[src/core/bsi_consts.svh]
// constants for the barrier state indicator: offsets, fields, reset values, angle limits
// Notes on behaviour
// - The traffic-light indication goes to exactly one of the physical outputs or to none.
// - A routing setting of off stops that indication from driving any physical output.
// - The traffic light is inactive while the angle is from 0 up to below the trigger level.
// - The traffic light is active from the trigger level up to and including 90 degrees.
// - With a trigger level of zero the traffic light goes active as soon as raising starts.
// - Angles are degrees above horizontal, growing as the boom raises.
// - The status indication has an enable of its own, apart from routing and state map.
// - The status indication goes to one of the same physical outputs or to none.
// - Each of the seven states has its own on/off bit driving the status output.
// - In raising with an angle chosen, status starts inactive and goes active at that angle.
// - In lowering with an angle chosen, status starts active and goes inactive at that angle.
// - The raising and lowering angle choices are only 5, 10, 15, 20, 80 and 85 degrees.
// - In raising set plain on, status goes active on entering raising.
// - In lowering set plain on, status goes active on entering lowering.
`ifndef BSI_CONSTS_SVH
`define BSI_CONSTS_SVH

// register byte addresses
`define BSI_ADDR_TL_CFG     8'h00
`define BSI_ADDR_BS_CFG     8'h04
`define BSI_ADDR_BS_MAP     8'h08
`define BSI_ADDR_STATUS     8'h0C

// field positions
`define BSI_TL_ROUTE_LSB    0
`define BSI_TL_TRIG_LSB     8
`define BSI_BS_EN_BIT       0
`define BSI_BS_ROUTE_LSB    4
`define BSI_MAP_ON_LSB      0
`define BSI_MAP_RS_LSB      8
`define BSI_MAP_LW_LSB      12
`define BSI_ST_TL_BIT       0
`define BSI_ST_BS_BIT       1
`define BSI_ST_OUT_LSB      2
`define BSI_ST_STATE_LSB    8
`define BSI_ST_ANGLE_LSB    16

// reset values
`define BSI_RST_ROUTE       3'h0
`define BSI_RST_TRIG        7'h00
`define BSI_RST_MAP         7'h00
`define BSI_RST_OPT         3'h0
`define BSI_RST_DATA        32'h0000_0000

// angle limits in degrees
`define BSI_ANGLE_MAX       8'h5A
`define BSI_TRIG_MAX        7'h5A

`endif

[src/core/bsi_pkg.sv]
// types for the barrier state indicator
package bsi_pkg;

  // physical output routing codes; 6 and 7 behave as off
  typedef enum logic [2:0] {
    BSI_RT_OFF    = 3'b000,
    BSI_RT_RELAY  = 3'b001,
    BSI_RT_AUX_IO = 3'b010,
    BSI_RT_AUXOUT = 3'b011,
    BSI_RT_LED    = 3'b100,
    BSI_RT_SOUND  = 3'b101
  } bsi_route_type;

  // barrier operating states
  typedef enum logic [2:0] {
    BSI_ST_LOWERED  = 3'b000,
    BSI_ST_PART_LWD = 3'b001,
    BSI_ST_LOWERING = 3'b010,
    BSI_ST_RAISED   = 3'b011,
    BSI_ST_PART_RSD = 3'b100,
    BSI_ST_RAISING  = 3'b101,
    BSI_ST_UNKNOWN  = 3'b110
  } bsi_bstate_type;

  typedef struct packed {
    logic [2:0]     tl_route;
    logic [6:0]     tl_trig;
    logic           bs_en;
    logic [2:0]     bs_route;
    logic [6:0]     bs_map;
    logic [2:0]     rs_opt;
    logic [2:0]     lw_opt;
    bsi_bstate_type prev_st;
    logic           latch;
    logic           tl_lvl;
    logic           bs_lvl;
    logic [4:0]     outs;
    logic [31:0]    rdata;
  } bsi_state_type;

endpackage : bsi_pkg

[src/core/bsi_indicator.sv]
// traffic light and barrier status indicator with register port
`timescale 1ns/1ps
`include "bsi_consts.svh"
module bsi_indicator
  import bsi_pkg::*;
(
  input  wire logic        ref_clk,       // system clock, 20 MHz
  input  wire logic        rst,           // async reset, active high
  input  wire logic        ce,            // clock enable, freezes all state when low
  input  wire logic [2:0]  bar_state,     // barrier operating state code
  input  wire logic [7:0]  bar_angle,     // boom angle in degrees
  input  wire logic [7:0]  addr,          // register byte address
  input  wire logic [31:0] wdata,         // register write data
  input  wire logic        wr,            // write strobe
  input  wire logic        rd,            // read strobe
  output logic      [31:0] rdata,         // read data, cycle after rd
  output logic             route_relay,   // relay output, high is active
  output logic             route_aux_io,  // aux io output, high is active
  output logic             route_aux_out, // aux out output, high is active
  output logic             route_led,     // status led output, high is active
  output logic             route_sounder  // buzzer output, high is active
);

  ////////////////////////////////////////////////////////////////////////////
  // functions

  // angle option code to degrees; 0 means plain on
  function automatic logic [7:0] opt_deg(input logic [2:0] code);
    case (code)
      3'h1:    opt_deg = 8'h05;
      3'h2:    opt_deg = 8'h0A;
      3'h3:    opt_deg = 8'h0F;
      3'h4:    opt_deg = 8'h14;
      3'h5:    opt_deg = 8'h50;
      3'h6:    opt_deg = 8'h55;
      default: opt_deg = 8'h00;
    endcase
  endfunction : opt_deg

  // only the listed angles are kept; anything else becomes plain on
  function automatic logic [2:0] opt_clip(input logic [2:0] code);
    opt_clip = (code == 3'h7) ? 3'h0 : code;
  endfunction : opt_clip

  // spare state codes count as unknown
  function automatic bsi_bstate_type st_clip(input logic [2:0] code);
    st_clip = (code == 3'h7) ? BSI_ST_UNKNOWN : bsi_bstate_type'(code);
  endfunction : st_clip

  ////////////////////////////////////////////////////////////////////////////
  // state

  bsi_state_type  s_r;
  bsi_state_type  s_nxt;
  bsi_bstate_type st;
  logic           entering;
  logic           ang_cond;
  logic           latch_c;
  logic [7:0]     trig_deg;
  logic [7:0]     rs_deg;
  logic [7:0]     lw_deg;
  logic           tl_c;
  logic           bs_c;
  logic [4:0]     tl_hit;
  logic [4:0]     bs_hit;

  assign st       = st_clip(bar_state);
  assign entering = (st != s_r.prev_st);
  assign trig_deg = {1'b0, s_r.tl_trig};
  assign rs_deg   = opt_deg(s_r.rs_opt);
  assign lw_deg   = opt_deg(s_r.lw_opt);

  ////////////////////////////////////////////////////////////////////////////
  // traffic light evaluation

  // angle grows upward from horizontal, so larger means more raised
  always_comb begin
    if (bar_angle > `BSI_ANGLE_MAX) begin
      tl_c = 1'b0;
    end else if (s_r.tl_trig == 7'h00) begin
      // zero level: green from the start of raising, not while parked down
      tl_c = (st == BSI_ST_RAISING) || (bar_angle != 8'h00);
    end else if (bar_angle < trig_deg) begin
      tl_c = 1'b0;
    end else begin
      tl_c = 1'b1;
    end
  end

  ////////////////////////////////////////////////////////////////////////////
  // barrier status evaluation

  // the angle condition is latched for the rest of the move so that boom
  // jitter around the threshold cannot make the output chatter
  always_comb begin
    ang_cond = 1'b0;
    if (st == BSI_ST_RAISING) begin
      ang_cond = (bar_angle >= rs_deg);
    end else if (st == BSI_ST_LOWERING) begin
      ang_cond = (bar_angle <= lw_deg);
    end
  end

  assign latch_c = (entering ? 1'b0 : s_r.latch) | ang_cond;

  always_comb begin
    bs_c = 1'b0;
    if (s_r.bs_en && s_r.bs_map[st]) begin
      case (st)
        BSI_ST_RAISING: begin
          if (s_r.rs_opt == 3'h0) begin
            bs_c = 1'b1;
          end else begin
            bs_c = latch_c;
          end
        end
        BSI_ST_LOWERING: begin
          if (s_r.lw_opt == 3'h0) begin
            bs_c = 1'b1;
          end else begin
            bs_c = ~latch_c;
          end
        end
        default: bs_c = 1'b1;
      endcase
    end
  end

  ////////////////////////////////////////////////////////////////////////////
  // output routing

  bsi_route u_tl_route (
    .lvl   (tl_c),
    .route (s_r.tl_route),
    .hit   (tl_hit)
  );

  bsi_route u_bs_route (
    .lvl   (bs_c),
    .route (s_r.bs_route),
    .hit   (bs_hit)
  );

  ////////////////////////////////////////////////////////////////////////////
  // next state and register port

  always_comb begin
    s_nxt = s_r;
    if (ce) begin
      s_nxt.prev_st = st;
      s_nxt.latch   = latch_c;
      s_nxt.tl_lvl  = tl_c;
      s_nxt.bs_lvl  = bs_c;
      // both indications may share one output; they are or-ed there
      s_nxt.outs    = tl_hit | bs_hit;
      s_nxt.rdata   = `BSI_RST_DATA;
      if (wr) begin
        case (addr)
          `BSI_ADDR_TL_CFG: begin
            s_nxt.tl_route = wdata[`BSI_TL_ROUTE_LSB +: 3];
            if (wdata[`BSI_TL_TRIG_LSB +: 7] > `BSI_TRIG_MAX) begin
              s_nxt.tl_trig = `BSI_TRIG_MAX;
            end else begin
              s_nxt.tl_trig = wdata[`BSI_TL_TRIG_LSB +: 7];
            end
          end
          `BSI_ADDR_BS_CFG: begin
            s_nxt.bs_en    = wdata[`BSI_BS_EN_BIT];
            s_nxt.bs_route = wdata[`BSI_BS_ROUTE_LSB +: 3];
          end
          `BSI_ADDR_BS_MAP: begin
            s_nxt.bs_map = wdata[`BSI_MAP_ON_LSB +: 7];
            s_nxt.rs_opt = opt_clip(wdata[`BSI_MAP_RS_LSB +: 3]);
            s_nxt.lw_opt = opt_clip(wdata[`BSI_MAP_LW_LSB +: 3]);
          end
          default: ;
        endcase
      end
      if (rd) begin
        case (addr)
          `BSI_ADDR_TL_CFG: begin
            s_nxt.rdata[`BSI_TL_ROUTE_LSB +: 3] = s_r.tl_route;
            s_nxt.rdata[`BSI_TL_TRIG_LSB +: 7]  = s_r.tl_trig;
          end
          `BSI_ADDR_BS_CFG: begin
            s_nxt.rdata[`BSI_BS_EN_BIT]         = s_r.bs_en;
            s_nxt.rdata[`BSI_BS_ROUTE_LSB +: 3] = s_r.bs_route;
          end
          `BSI_ADDR_BS_MAP: begin
            s_nxt.rdata[`BSI_MAP_ON_LSB +: 7] = s_r.bs_map;
            s_nxt.rdata[`BSI_MAP_RS_LSB +: 3] = s_r.rs_opt;
            s_nxt.rdata[`BSI_MAP_LW_LSB +: 3] = s_r.lw_opt;
          end
          `BSI_ADDR_STATUS: begin
            s_nxt.rdata[`BSI_ST_TL_BIT]          = s_r.tl_lvl;
            s_nxt.rdata[`BSI_ST_BS_BIT]          = s_r.bs_lvl;
            s_nxt.rdata[`BSI_ST_OUT_LSB +: 5]    = s_r.outs;
            s_nxt.rdata[`BSI_ST_STATE_LSB +: 3]  = s_r.prev_st;
            s_nxt.rdata[`BSI_ST_ANGLE_LSB +: 8]  = bar_angle;
          end
          default: s_nxt.rdata = `BSI_RST_DATA;
        endcase
      end
    end
  end

  always_ff @(posedge ref_clk or posedge rst) begin
    if (rst) begin
      s_r.tl_route <= `BSI_RST_ROUTE;
      s_r.tl_trig  <= `BSI_RST_TRIG;
      s_r.bs_en    <= 1'b0;
      s_r.bs_route <= `BSI_RST_ROUTE;
      s_r.bs_map   <= `BSI_RST_MAP;
      s_r.rs_opt   <= `BSI_RST_OPT;
      s_r.lw_opt   <= `BSI_RST_OPT;
      s_r.prev_st  <= BSI_ST_UNKNOWN;
      s_r.latch    <= 1'b0;
      s_r.tl_lvl   <= 1'b0;
      s_r.bs_lvl   <= 1'b0;
      s_r.outs     <= 5'h00;
      s_r.rdata    <= `BSI_RST_DATA;
    end else begin
      s_r <= s_nxt;
    end
  end

  assign rdata         = s_r.rdata;
  assign route_relay   = s_r.outs[0];
  assign route_aux_io  = s_r.outs[1];
  assign route_aux_out = s_r.outs[2];
  assign route_led     = s_r.outs[3];
  assign route_sounder = s_r.outs[4];
endmodule : bsi_indicator

[src/core/bsi_route.sv]
// maps one indication level onto the selected physical output
`timescale 1ns/1ps
module bsi_route
  import bsi_pkg::*;
(
  input  wire logic       lvl,    // indication level, high is active
  input  wire logic [2:0] route,  // routing code
  output logic      [4:0] hit     // one bit per physical output
);

  always_comb begin
    hit = 5'h00;
    case (route)
      BSI_RT_RELAY:  hit[0] = lvl;
      BSI_RT_AUX_IO: hit[1] = lvl;
      BSI_RT_AUXOUT: hit[2] = lvl;
      BSI_RT_LED:    hit[3] = lvl;
      BSI_RT_SOUND:  hit[4] = lvl;
      // spare codes fall to off rather than to a random output
      default:       hit = 5'h00;
    endcase
  end

endmodule : bsi_route

[config.mk]
export PLATFORM = sky130hd
export DESIGN_NAME = bsi_indicator
export DESIGN_NICKNAME = d
export VERILOG_FILES = /design/src/core/bsi_pkg.sv /design/src/core/bsi_indicator.sv /design/src/core/bsi_route.sv
export VERILOG_INCLUDE_DIRS = /design/src /design/src/core
export SDC_FILE = /design/constraint.sdc
export NUM_CORES = 1
export LEC_CHECK = 0
export BUFFER_PORTS_ARGS = -buffer_cell sky130_fd_sc_hd__buf_2
export CORE_ASPECT_RATIO = 1.2
export CORE_UTILIZATION = 40
export CTS_BUF_LIST = sky130_fd_sc_hd__clkbuf_8 sky130_fd_sc_hd__clkbuf_16
export CTS_CLUSTER_SIZE = 40
export DETAILED_ROUTE_END_ITERATION = 8
export PLACE_DENSITY = 0.67
export REMOVE_ABC_BUFFERS = 1
export SYNTH_ARGS = -nofsm -noshare
export SYNTH_HDL_FRONTEND = slang
export SYNTH_HIERARCHICAL = 1
export SYNTH_SLANG_ARGS = --single-unit
[constraint.sdc]
create_clock -name ref_clk -period 3.7 [get_ports ref_clk]
set_clock_uncertainty 0.2 [all_clocks]
set_input_delay 0.37 -clock ref_clk [delete_from_list [all_inputs] [get_ports ref_clk]]
set_output_delay 0.37 -clock ref_clk [all_outputs]
set_load 0.02 [all_outputs]
### After elaboration in Yosys (flattened, before gate mapping)

Cells that the tools add are included.
W data, S select, Z words.

* magnitude comparators: 6
* reduce and logical (&&, ||, !) cells: 10
* bitwise logic cells: 3
* mux-type cells: 37
* equality and inequality tests: 31

Operator list (number)
* $pmux W7 S6: 2
* $eq A3 B3 Y1 const B: 14
* $eq A3 B2 Y1 const B: 9
* $mux W24: 1
* $mux W1: 21
* $pmux W3 S3: 2
* $eq A8 B4 Y1 const B: 2
* $eq A3 B1 Y1 const B: 4
* $mux W3: 3
* $reduce_and A3 Y1: 3
* $eq A8 B3 Y1 const B: 1
* $ge A8 B8 Y1: 1
* $gt A8 B7 Y1 const B: 1
* $le A8 B8 Y1: 1
* $logic_not A8 Y1: 1
* $lt A8 B7 Y1: 1
* $mux W8: 1
* $reduce_bool A8 Y1: 1
* $gt A7 B7 Y1 const B: 1
* $logic_not A7 Y1: 1
* $mux W7: 1
* $logic_not A3 Y1: 2
* $pmux W2 S3: 1
* $pmux W3 S2: 1
* other kinds (10): 11

* input port bits: 56
* flip-flop bits (word level): 70
* output and inout port bits: 37
* word-level logic and storage cells: 100

### Logic depth before layout (Yosys ltp)

* depth after elaboration: 12
* depth in mapped cells: 14

### By module

The synthesis kept the hierarchy.

By module, submodules not included
* bsi_indicator: cells an instance 366, sequential area each 1503.9 um2, area an instance 3676.0 um2, instances 1
* bsi_route: cells an instance 5, sequential area each 0.0 um2, area an instance 60.1 um2, instances 2

### Worst setup path after synthesis

No wires, ideal clock.

* path kind: flip-flop to flip-flop
* start: register s_r[43] in the netlist's numbering
* end: register s_r (netlist bit route_led)
* stages on the path, launching flop included: 15
* library setup time: 77 ps
* data required time: 3423 ps
* slack: 925 ps
* arrival: 2498 ps
* cells stage by stage: dfrtp_1 > clkbuf_1 > inv_1 > nand3_1 > o21ai_0 > ha_1 > and4_1 > nand4_1 > a211o_1 > a31o_2 > nand3_1 > and3b_1 > and4bb_2 > nor2_1 > a21oi_1

* word-level cells in the longest chain between the ends: 12
* elaborated cells between the ends (all ways): 19
* those cells by class: order compare (1); eq/ne (6); mux (8); bitwise (3); reduce/logical (1)

RTL lines
* start, declared: RTL line bsi_indicator.sv:53 `bsi_state_type s_r;`
* start signal, assigned: RTL line bsi_indicator.sv:223 `s_r <= s_nxt;`
* $eq A3 B3 Y1, or another cell as far along: RTL line bsi_indicator.sv:29 `case (code)`
* $pmux W7 S6: RTL line bsi_indicator.sv:29
* $le A8 B8 Y1: RTL line bsi_indicator.sv:100 `ang_cond = (bar_angle <= lw_deg);`
* $mux W1: RTL line bsi_indicator.sv:99 `end else if (st == BSI_ST_LOWERING) begin`
* $mux W1: RTL line bsi_indicator.sv:97 `if (st == BSI_ST_RAISING) begin`
* $or A1 B1 Y1: RTL line bsi_indicator.sv:104 `assign latch_c = (entering ? 1'b0 : s_r.latch) | ang_cond;`
* $not A1 Y1: RTL line bsi_indicator.sv:121 `bs_c = ~latch_c;`
* $mux W1: RTL line bsi_indicator.sv:118 `if (s_r.lw_opt == 3'h0) begin`
* $pmux W1 S2 (*): RTL line bsi_indicator.sv:109 `case (st)`
* $mux W1 (*): RTL line bsi_indicator.sv:108 `if (s_r.bs_en && s_r.bs_map[st]) begin`
* via bs_c: RTL line bsi_indicator.sv:63 `logic bs_c;`
* $mux W1 (*): RTL line bsi_route.sv:13 `case (route)`
* via bs_hit[3]: RTL line bsi_indicator.sv:65 `logic [4:0] bs_hit;`
* $or A5 B5 Y5 (*): RTL line bsi_indicator.sv:155 `s_nxt.outs = tl_hit | bs_hit;`

Mark *: on every way through the listed nets, which the timed path passes. The rest lies on a longest branch.
A chain may end at the register's enable or synchronous reset.

### Worst setup path in the final report

* start: register s_r[43] in the netlist's numbering
* end: register s_r (netlist bit route_relay)

The elaborated chain is that of the path after synthesis.

==> reports/results.ini <==
[run_status]
status=finished, final reports clean

[yosys]
syn_area_mm2=0.003796
ys.flop_type=dfrtp_1
avgSynthCellArea_um2=10.10
yosysSeqAreaShare=0.3962
yosys-top-cells-area=dfrtp_1, mux2_2, buf_4
synth_top_area_frac=0.3823
netlist_instances=376
post-synth-top-count-cell=dfrtp_1
synth_top_area_cell=dfrtp_1
synth_cell_type_count=59
yosys_warnings=6
async_flop_share=1.000
synth-seq-cells=60
synth_common_cells=dfrtp_1, nand2_1, buf_4, mux2_2, inv_1
synth_edf_count=0

[power]
p_leak_nw=2.057
ir_worst_vdd_mv=0.2630
powerDensity_mw_per_mm2=377.6

[global_route]
grt_usage=0.1941
grt_antenna_before_repair=0
overflow=0
grt_pass1_vias=2878
grt_max_degree=32
grt_pass1_wl_um=14780

[clocking]
path_clk_slew_ps=70
cts_root_buffer=clkbuf_8
postCtsSetupRepairBufs=0
cts_tree=done
htreeDepth=3
cts_buffers=9
clkLatencyLatePin_ps=340
cts_sinks=60
cts_max_path_buffers=2

[floorplanning]
num_rows=38
coreArea_mm2=0.009129
dieArea_mm2=0.009885
io_pins=93
start_util=0.4158
die_w_um=90.93
die_h_um=108.7

[worst_hold_path]
min_path_cells=2
holdPathEnd=s_r[52]$_DFFE_PP0P_
worstHoldStart=wdata[3]
hp-class=in -> reg

[finish]
nets=490
drive_above_1_share=0.3112
area_growth_pct=11.93
final_util=0.4655
final_area_mm2=0.004249
fill_cells=865
antenna_cells=0

[timing]
tightest_slew_ps=649.5
fin_crit_sh=0.8395
slew_headroom=0.5664
hold_viol_final=0
drv_slew=0
setup_viol=0
setup_tns_ps=0
clock.fmax_ghz=0.3220
fin_crit_ps=3106
rsz0062_at_grt=no

[setup_path]
rr_endpoint=route_relay$_DFFE_PP0P_
critPathMaxFanout=7
cpLargestDelayFamily=simple AND/OR/NAND/NOR gates
r2r-start=s_r[43]$_DFFE_PP0P_
start_kind=flop
cpMostUsedCell=o21ai_0
critical_path_buf_inv_count=1
cp_cell_sequence=inv_1 -> nand3_1 -> o21ai_0 -> ha_1 -> and4_1 -> nand4_1 -> a211o_1 -> a31oi_1 -> o21ai_0 -> and3b_1 -> and4bb_2 -> nor2_1 -> a21oi_1
slowest_delay_ps=530
worstRegToRegCells=13
crit_type=reg -> reg
arrival_ps=3120
end_kind=flop
crit_required_ps=3710
r2r_slack_ps=590
slowest_stage=dfrtp_1

[place]
port_buffers=64
gp_congestion=0.8585
placed_area_mm2=0.004006
dpl.hpwl_um=6574

[drt]
first_pass_iters=4
vias=2965
route.detailed.drc=0
avgViaCountPerCell=5.481
drt_iter0_markers=98
ant_nets=0
wl_um=9070
post_drt_wl_per_cell_um=16.77

[job]
drv_cap=0

-- where the power goes --
part | total (mW) | internal (mW) | switching [mW]
Sequential | 0.695 | 0.676 | 0.0191
Combinational | 0.191 | 0.0753 | 0.116
Clock | 0.718 | 0.441 | 0.278
Total | 1.60 | 1.19 | 0.413
-- area by class of cell --
type                       count  area [um^2]  area share
timing repair buffer          68        352.8     0.08304
tap                          120        150.1     0.03534
clock buffer                   9        123.9     0.02915
sequential                    60         1504      0.3539
clock inverter                 7        108.9     0.02562
multi-input combinational    256         1931      0.4544
inverter                      21        78.83     0.01855
-- registers in the layout, indices dropped and copies added, names as in the netlist --
register       count
route_relay        1
route_sounder      1
route_aux_out      1
s_r               33
rdata             22
route_led          1
route_aux_io       1
-- worst register-to-register path, cell delays in order (launching register included) --
cell,delay (ps)
dfrtp_1,530
inv_1,90
nand3_1,80
o21ai_0,90
ha_1,300
and4_1,180
nand4_1,150
a211o_1,340
a31oi_1,200
o21ai_0,120
and3b_1,230
and4bb_2,250
nor2_1,130
a21oi_1,80
-- worst max path at each step --
stage / from / endpoint / slack (ps) / depth (start not counted)
2_1_floorplan: s_r[45]$_DFFE_PP0P_ / route_led$_DFFE_PP0P_ / 1040 / 11
3_3_place_gp: s_r[43]$_DFFE_PP0P_ / route_relay$_DFFE_PP0P_ / 720 / 13
3_5_place_dp: s_r[43]$_DFFE_PP0P_ / route_relay$_DFFE_PP0P_ / 620 / 13
4_1_cts: s_r[43]$_DFFE_PP0P_ / route_relay$_DFFE_PP0P_ / 600 / 13
5_1_grt: s_r[43]$_DFFE_PP0P_ / route_relay$_DFFE_PP0P_ / 360 / 13
6_report: s_r[43]$_DFFE_PP0P_ / route_relay$_DFFE_PP0P_ / 590 / 13
-- per-layer routing --
layer	track usage	up-vias	share of wire	routed length, um
met2	0.3252	85	0.49	4414
li1	-	1402	-	-
met5	0	-	0	0
met3	0.03208	16	0.042	385
met1	0.2469	1462	0.45	4105
met4	0.08957	0	0.018	164
-- metrics by stage --
step           hold slack [ps]  setup slack [ps]  cells  total power, mW
2_1_floorplan            254.7              1036    337           0.8133
3_3_place_gp             268.0             718.1    524           0.8919
3_5_place_dp             267.7             624.5    524           0.8979
4_1_cts                  43.34             597.4    541            1.615
5_1_grt                  50.13             360.6    541            1.670
6_report                 58.21             593.9    541            1.605
-- layout by cell type (no fill, tap or decap), drive strengths merged, types with 4 or more instances in the layout --
master,netlist,layout
buf,36,67
dfrtp,58,58
nand2,35,35
mux2,26,26
inv,21,24
nor2,20,20
o21ai,20,20
ha,18,18
a21oi,13,13
a22o,11,11
a22oi,10,10
conb,1,10
o2bb2ai,9,9
clkbuf,12,9
nand3,8,8
mux2i,6,6
nand2b,6,6
and4bb,6,6
a31oi,4,4
xnor2,4,4
and4b,4,4
nor4,4,4
-- logic make-up after synthesis --
| group | after synthesis | synth area share |
|---|---|---|
| other | 1 | 0.0009878 |
| adders and majority gates | 18 | 0.05933 |
| AOI/OAI and AO/OA | 88 | 0.1651 |
| and+or+nand+nor | 100 | 0.1592 |
| buffers and inverters | 69 | 0.1042 |
| DFF | 60 | 0.3962 |
| muxes | 33 | 0.09888 |
| xor gates and xnor gates | 7 | 0.01615 |
-- repair_timing --
| item | CTS | global route |
|---|---|---|
| hold endpoints to repair | 30 | 0 |
| hold buffers | 1 | 0 |
| gates resized for setup | 0 | 0 |
Power figures use the tool's default switching activity.
